--- src/common/irq_ctl_params.svh ---
// Constants of the interrupt control register block
//
// =============================================================
// Notes on behaviour
// - Arrival of maskable interrupt 4-15 or nonmaskable sets its pending flag.
// - Pending flags bits 31-16, 3-2 and 0 read zero, writes ignored.
// - Pending flags read-only; maskable flag changes only by arrival, set or clear.
// - Set register bit n (15-4) at 1 sets flag n; zeros change nothing.
// - Set register never touches nonmaskable or reset flag; bits 31-16, 3-0 ignored.
// - A set register write shows in a pending flags read two cycles later.
// - Same bit written to set and clear in one cycle: set wins.
// - Taking a maskable interrupt loads its return address into the maskable pointer.
// - Taking the nonmaskable interrupt loads its return address into its pointer.
// - Both return pointers are writable; interrupt processing may overwrite them.
// - Table base bits 31-10 load a default at reset, then software may move it.
// - Reset forces table base back to its default.
// - Bits 9-5 of table pointer give highest pending and enabled flag number.
// - Highest pending number reads 0 when nothing is pending and enabled.
// - Global enable ignored; each source, maskable or nonmaskable, needs its own enable.
// - Bits 4-0 of table pointer read zero, 32-byte vector alignment.
// - Table pointer access is refused in user mode.
// - A read-only register shows the fetch packet address in the first execute stage.
// - In emulation mode debug mask bits 31, 30, 15-4 mark high-priority sources.
// - Debug mask bits 31-2 change only while its write select bit 1 is 0.
// - Arrival beats a simultaneous clear of the same flag.
// - An interrupt counts as enabled only when its individual enable bit is 1.
`ifndef IRQ_CTL_PARAMS_SVH
`define IRQ_CTL_PARAMS_SVH

// =============================================================
// Register selects of the control register move port
`define SEL_PENDING 4'h0
`define SEL_SET 4'h1
`define SEL_MRET 4'h2
`define SEL_TABLE 4'h3
`define SEL_NRET 4'h4
`define SEL_E1PC 4'h5
`define SEL_DEBUG 4'h6

// =============================================================
// Field positions and reset values
`define NMI_BIT 1
`define TBASE_LSB 10
`define HPN_LSB 5
`define DBG_NMI_BIT 31
`define DBG_EXC_BIT 30
`define WRITE_SELECT_BIT 1
`define TBASE_RESET 22'h000000
`define DEBUG_RESET 32'h00000000

`endif

--- src/common/irq_ctl_pkg.sv ---
// Types of the interrupt control register block
`default_nettype none
package irq_ctl_pkg;

	typedef struct packed {
		logic wr;
		logic rd;
		logic [3:0] sel;
		logic [31:0] wdata;
	} cr_req_type;

	typedef struct packed {
		logic [15:4] flags;
		logic nonmaskable_flag;
		logic [15:4] set_p;
		logic [15:4] clr_p;
		logic [31:0] mret;
		logic [31:0] nret;
		logic [21:0] tbase;
		logic [1:0] dbg_hi;
		logic [15:4] dbg_int;
		logic write_select;
		logic dbg0;
		logic [31:0] rdata;
		logic rvalid;
		logic fault;
		logic hipri;
		logic [31:0] vec;
	} state_type;

endpackage
`default_nettype wire

--- src/verilog/irq_prio_pick.sv ---
// Priority pick of the highest pending and enabled interrupt number
`default_nettype none
module irq_prio_pick (
	input wire logic [15:4] pend,
	input wire logic nonmaskable_flag,
	input wire logic [15:4] ie,
	input wire logic nonmaskable_enable,
	output logic [4:0] num
);
	logic [15:4] live;

	// Walk from lowest priority upward so the highest priority overwrites
	always_comb begin
		live = pend & ie;
		num = 5'h00;
		for (int i = 15; i >= 4; i--) begin
			if (live[i]) begin
				num = 5'(i);
			end
		end
		if (nonmaskable_flag && nonmaskable_enable) begin
			num = 5'h01;
		end
	end

endmodule
`default_nettype wire

--- src/verilog/irq_ctl_regs.sv ---
// Interrupt control registers: flags, set, pointers, table pointer, debug mask
`include "irq_ctl_params.svh"
`default_nettype none
module irq_ctl_regs (
	input wire logic SYS_CLK,
	input wire logic RST,
	input wire irq_ctl_pkg::cr_req_type CR_REQ,
	input wire logic USER_MODE,
	input wire logic [15:4] MASK_LINES,
	input wire logic NMI_LINE,
	input wire logic [15:4] CLEAR_BITS,
	input wire logic [15:4] IE_BITS,
	input wire logic NMI_ENABLE,
	input wire logic TAKE_MASKABLE,
	input wire logic TAKE_NMI,
	input wire logic [31:0] RETURN_ADDR,
	input wire logic [31:0] E1_ADDR,
	input wire logic EMU_MODE,
	input wire logic EXTERNAL_EXCEPTION_LINE,
	output logic [31:0] CR_RDATA,
	output logic CR_RVALID,
	output logic CR_FAULT,
	output logic HIGH_PRI,
	output logic [31:0] VECTOR_ADDR
);

	// =============================================================
	// State
	irq_ctl_pkg::state_type st_r;
	irq_ctl_pkg::state_type st_nxt;
	logic [4:0] hpn;
	logic wr_set;
	logic wr_mret;
	logic wr_table;
	logic wr_nret;
	logic wr_debug;
	logic table_hit;
	logic refused;
	logic [31:0] table_word;
	logic [31:0] pend_word;
	logic [31:0] debug_word;

	// =============================================================
	// Priority pick
	irq_prio_pick u_pick (
		.pend(st_r.flags),
		.nonmaskable_flag(st_r.nonmaskable_flag),
		.ie(IE_BITS),
		.nonmaskable_enable(NMI_ENABLE),
		.num(hpn)
	);

	// =============================================================
	// Decode
	assign table_hit = (CR_REQ.wr || CR_REQ.rd) && (CR_REQ.sel == `SEL_TABLE);
	assign refused = table_hit && USER_MODE;
	assign wr_set = CR_REQ.wr && (CR_REQ.sel == `SEL_SET);
	assign wr_mret = CR_REQ.wr && (CR_REQ.sel == `SEL_MRET);
	assign wr_table = CR_REQ.wr && (CR_REQ.sel == `SEL_TABLE) && !USER_MODE;
	assign wr_nret = CR_REQ.wr && (CR_REQ.sel == `SEL_NRET);
	assign wr_debug = CR_REQ.wr && (CR_REQ.sel == `SEL_DEBUG);

	// Low five bits stay zero so every vector lands on a 32-byte packet
	assign table_word = {st_r.tbase, hpn, 5'h00};
	// Reserved and reset flag positions are constant zero
	assign pend_word = {16'h0000, st_r.flags, 2'b00, st_r.nonmaskable_flag, 1'b0};
	assign debug_word = {st_r.dbg_hi, 14'h0000, st_r.dbg_int, 2'b00, st_r.write_select, st_r.dbg0};

	// =============================================================
	// Next state
	always_comb begin
		st_nxt = st_r;
		// Set and clear both wait one stage, so they meet the flags
		// together and a read two cycles later sees the result
		st_nxt.set_p = wr_set ? CR_REQ.wdata[15:4] : 12'h000;
		st_nxt.clr_p = CLEAR_BITS;
		// Clear first, then set and arrival on top: both beat the clear
		st_nxt.flags = (st_r.flags & ~(st_r.clr_p & ~st_r.set_p))
			| st_r.set_p
			| MASK_LINES;
		// Taking the nonmaskable interrupt consumes its flag
		if (TAKE_NMI) begin
			st_nxt.nonmaskable_flag = 1'b0;
		end
		if (NMI_LINE) begin
			st_nxt.nonmaskable_flag = 1'b1;
		end

		// Pointers: software write first, interrupt processing overrides
		if (wr_mret) begin
			st_nxt.mret = CR_REQ.wdata;
		end
		if (TAKE_MASKABLE) begin
			st_nxt.mret = RETURN_ADDR;
		end
		if (wr_nret) begin
			st_nxt.nret = CR_REQ.wdata;
		end
		if (TAKE_NMI) begin
			st_nxt.nret = RETURN_ADDR;
		end

		if (wr_table) begin
			st_nxt.tbase = CR_REQ.wdata[31:`TBASE_LSB];
		end

		// Debug mask: the write select guard uses the stored bit
		if (wr_debug) begin
			st_nxt.write_select = CR_REQ.wdata[`WRITE_SELECT_BIT];
			st_nxt.dbg0 = CR_REQ.wdata[0];
			if (!st_r.write_select) begin
				st_nxt.dbg_hi = CR_REQ.wdata[31:30];
				st_nxt.dbg_int = CR_REQ.wdata[15:4];
			end
		end

		// Read answer, registered one cycle after the request
		st_nxt.rvalid = CR_REQ.rd;
		st_nxt.fault = refused;
		st_nxt.rdata = 32'h00000000;
		if (CR_REQ.rd && !refused) begin
			case (CR_REQ.sel)
				`SEL_PENDING: st_nxt.rdata = pend_word;
				`SEL_MRET: st_nxt.rdata = st_r.mret;
				`SEL_TABLE: st_nxt.rdata = table_word;
				`SEL_NRET: st_nxt.rdata = st_r.nret;
				`SEL_E1PC: st_nxt.rdata = E1_ADDR;
				`SEL_DEBUG: st_nxt.rdata = debug_word;
				default: st_nxt.rdata = 32'h00000000;
			endcase
		end

		// High-priority request in real-time emulation mode
		st_nxt.hipri = EMU_MODE && ((st_r.dbg_hi[1] && st_r.nonmaskable_flag)
			|| (st_r.dbg_hi[0] && EXTERNAL_EXCEPTION_LINE)
			|| (|(st_r.dbg_int & st_r.flags)));
		st_nxt.vec = table_word;
	end

	// =============================================================
	// Registers
	always_ff @(posedge SYS_CLK) begin
		if (RST) begin
			st_r <= '0;
			st_r.tbase <= `TBASE_RESET;
			st_r.dbg_hi <= 2'(`DEBUG_RESET >> 30);
		end else begin
			st_r <= st_nxt;
		end
	end

	assign CR_RDATA = st_r.rdata;
	assign CR_RVALID = st_r.rvalid;
	assign CR_FAULT = st_r.fault;
	assign HIGH_PRI = st_r.hipri;
	assign VECTOR_ADDR = st_r.vec;
endmodule
`default_nettype wire

--- config.mk ---
export PLATFORM = sky130hd
export DESIGN_NAME = irq_ctl_regs
export DESIGN_NICKNAME = d
export VERILOG_FILES = /design/src/common/irq_ctl_pkg.sv /design/src/verilog/irq_prio_pick.sv /design/src/verilog/irq_ctl_regs.sv
export VERILOG_INCLUDE_DIRS = /design/src /design/src/common
export SDC_FILE = /design/constraint.sdc
export NUM_CORES = 1
export LEC_CHECK = 0
export ABC_CLOCK_PERIOD_IN_PS = 1400
export BUFFER_PORTS_ARGS = -buffer_cell sky130_fd_sc_hd__buf_2
export CORE_MARGIN = 2
export CORE_UTILIZATION = 45
export CTS_CLUSTER_SIZE = 28
export DETAILED_ROUTE_END_ITERATION = 10
export PLACE_DENSITY = 0.78
export SYNTH_ARGS = -nofsm -noshare
export SYNTH_HDL_FRONTEND = slang
export SYNTH_SLANG_ARGS = --single-unit
export TNS_END_PERCENT = 20
--- constraint.sdc ---
create_clock -name SYS_CLK -period 1.4 [get_ports SYS_CLK]
set_input_delay 0 -clock SYS_CLK [delete_from_list [all_inputs] [get_ports SYS_CLK]]
set_output_delay 0 -clock SYS_CLK [all_outputs]
set_load 0.03 [all_outputs]
==> metrics.csv <==
stage,metric,value,unit
sta,fin_crit,1370,ps
routing,drt-initial-drc-count,635,
routing,wl_per_cell,18.6,µm
sta,grt_setup_unrepaired,yes,
floorplanning,boundaryPins,214,
yosys,synth.most_common_cell,dfxtp_1,
setup_path,end_kind,register,
setup_path,cp_slowest_stage_delay,350,ps
setup_path,cpMaxStageDelayCell,dfxtp_2,
placed_design,placed_cells,1265,
placed_design,gp_congestion,0.929,
placed_design,dp_hpwl,16600,µm
routing,drc_errors,0,
final_layout,fillers,1477,
setup_path,timing.rr.end,HIGH_PRI,
final_layout,fin_cells,1433,
clocking,htreeDepth,4,
clocking,cts_tree,done,
worst_hold_path,hold_path.class,input port to register,
setup_path,critPathRequiredTime,1740,ps
power_and_ir_drop,pwr_density_cell,1110,nW/µm²
floorplanning,start_util,46.1,%
final_layout,layout-drive-gt1-share,27.7,%
sta,fin_setup_tns,0,ps
grt,grt_pass1_vias,7877,
routing,first_pass_iters,5,
routing,ant_nets,0,
power_and_ir_drop,ir_drop,817,µV
clocking,cts_sinks,200,
yosys,synth.distinct_cells,51,
yosys,ys_top_cells_by_count,"dfxtp_1, nor2_1, mux2i_1",
floorplanning,die_area,20300,µm²
floorplanning,die_w,143,µm
yosys,syn_avg_cell_area,9.51,µm²
sta,hold_viol,0,
status,run_status,"finished, final reports clean",
sta,finalCritPeriodShare,97.8,%
sta,slew_viol_final,0,
final_layout,postLayoutCoreUtil,61.8,%
final_layout,area_delta_synth_final,34.1,%
yosys,synth_top_flop_cell,dfxtp_1,
sta,relSlewSlack,58.7,%
clocking,cts_buffers,17,
clocking,root_buffer,clkbuf_16,
grt,grt.total_usage,26.0,%
grt,antenna_found_initial,5,
grt,grt_max_degree,118,
setup_path,r2r_slack,30,ps
yosys,synthTopCellsByArea,"dfxtp_1, mux2i_1, buf_4",
routing,totalWireLength,26600,µm
yosys,async_flop_share,0,%
clocking,clk_latency,440,ps
setup_path,crit_end,HIGH_PRI,
routing,num_vias,7887,
yosys,yosys.area.top_type,dfxtp_1,
placed_design,port_buffers,207,
yosys,synth_top_area_share,46.3,%
setup_path,critical_path_arrival,1700,ps
clocking,clk_pin_slew,80,ps
routing,vias_per_cell,5.50,
setup_path,r2r_cells,6,
yosys,seq_area_frac_synth,46.3,%
floorplanning,core_area,18800,µm²
setup_path,crit_path_start_kind,register,
yosys,ys_ff_latch,200,
grt,gr-total-overflow,0,
yosys,synthCells,909,
grt,grt_first_pass_wirelength,41000,µm
setup_path,path_class,register to register,
job,maxCapViolCount,0,
yosys,synth_edf_count,0,
setup_path,r2r_start,pend_word[14],
setup_path,path_cells,"buf_4, a22oi_1, nand2_1, a221oi_2, nand4_1, and3_1",
final_layout,final_net_count,1329,
floorplanning,die_h,143,µm
sta,fin_skew,9.74,ps
yosys,yosysWarningCount,0,
floorplanning,rows,50,
yosys,syn-cell-area,8640,µm²
setup_path,crit_fanout,4,
clocking,clock_path_buffers,2,
sta,finalSetupViolCount,0,
power_and_ir_drop,leakage,5.02,nW
sta,worst_slew_pin_slew,620,ps
setup_path,crit_start,pend_word[14],
sta,fmax,731,MHz
area by class of cell:
cell class	instances	area [µm²]	area share [%]
diodes	4	10.0	0.0864
clock buffers	17	425	3.67
clock inverters	15	188	1.62
inverters	5	18.8	0.162
multi-input cells	576	3840	33.2
flip-flops and latches	200	4010	34.6
well taps	234	293	2.53
repair buffers	382	2800	24.2
power by group:
part	switching, mW	internal (mW)	total, mW	leakage, nW
sequential	0.148	5.91	6.06	1.64
clock	2.39	2.72	5.11	0.302
combinational	0.862	0.830	1.69	3.08
state kept, by name, summed over array words and instances (netlist names):
register     flops
st_r            88
CR_RDATA        32
VECTOR_ADDR     26
st_nxt          22
debug_word      16
pend_word       13
CR_FAULT         1
CR_RVALID        1
HIGH_PRI         1
worst max-delay path: cells and delay by family, from the launching register on:
family | cells | cell delay, ps
flops | 1 | 350
compound gates | 2 | 390
buf+inv | 1 | 130
simple gates | 3 | 400
repair_timing:
action | in CTS | in global routing
setup buffers | 0 | 0
hold buffers | 132 | 0
resized for setup | 3 | 13
hold endpoints to repair | 177 | 0
pin swaps | 0 | 1
setup endpoints to repair | 2 | 22
worst min-delay path by stage:
stage | to | slack [ps] | start | cells past startpoint
3_5_place_dp | st_r[173] | 220 | CLEAR_BITS[8] | 2
2_1_floorplan | pend_word[1] | 120 | NMI_LINE | 2
6_report | debug_word[1] | 40 | CR_REQ[37] | 4
4_1_cts | VECTOR_ADDR[6] | 20 | IE_BITS[8] | 6
5_1_grt | debug_word[0] | 70 | CR_REQ[37] | 4
3_3_place_gp | st_r[173] | 210 | CLEAR_BITS[8] | 2
layout by cell type, fill, tap and decap left out, drive strengths merged, types with 3 or more instances in the layout:
master | netlist | routed
buf | 98 | 250
dfxtp | 200 | 200
dlygate4sd3 | 0 | 132
nor2 | 100 | 100
mux2i | 85 | 85
nand2 | 71 | 71
a211oi | 66 | 66
a21oi | 62 | 62
a22oi | 59 | 59
nor2b | 36 | 36
clkbuf | 35 | 17
nand2b | 15 | 15
and2 | 15 | 15
inv | 5 | 10
a31oi | 9 | 9
clkinv | 0 | 8
nand3 | 7 | 7
a221oi | 7 | 7
conb | 1 | 6
nor3 | 5 | 5
diode | 0 | 4
o21ai | 4 | 4
a222oi | 3 | 3
kinds of logic after synthesis:
logic type	after synthesis	synth area share, %
buffers and inverters	138	10.1
and+or+nand+nor	262	14.4
muxes	85	9.84
AOI/OAI and AO/OA	223	19.3
DFF	200	46.3
other	1	0.0434
per-stage QoR:
step           area (µm²)  setup slack (ps)  hold slack (ps)  power [mW]
2_1_floorplan        8660              78.7              117        7.01
3_3_place_gp         9590             -13.7              215        7.50
3_5_place_dp         9590             -18.5              218        7.52
4_1_cts             11500              21.3             16.5        12.8
5_1_grt             11600             -43.8             66.8        13.3
6_report            11600              31.4             35.9        12.9
layer usage:
metal / track usage, % / wire length [µm] / vias to the layer above
met4: 13.8 / 1360 / 2
met2: 43.1 / 12700 / 395
met3: 6.12 / 1690 / 108
met5: 0 / 7 / -
met1: 31.4 / 10900 / 3680
li1: - / - / 3702
Note: power is estimated with default switching activity, not from simulation.
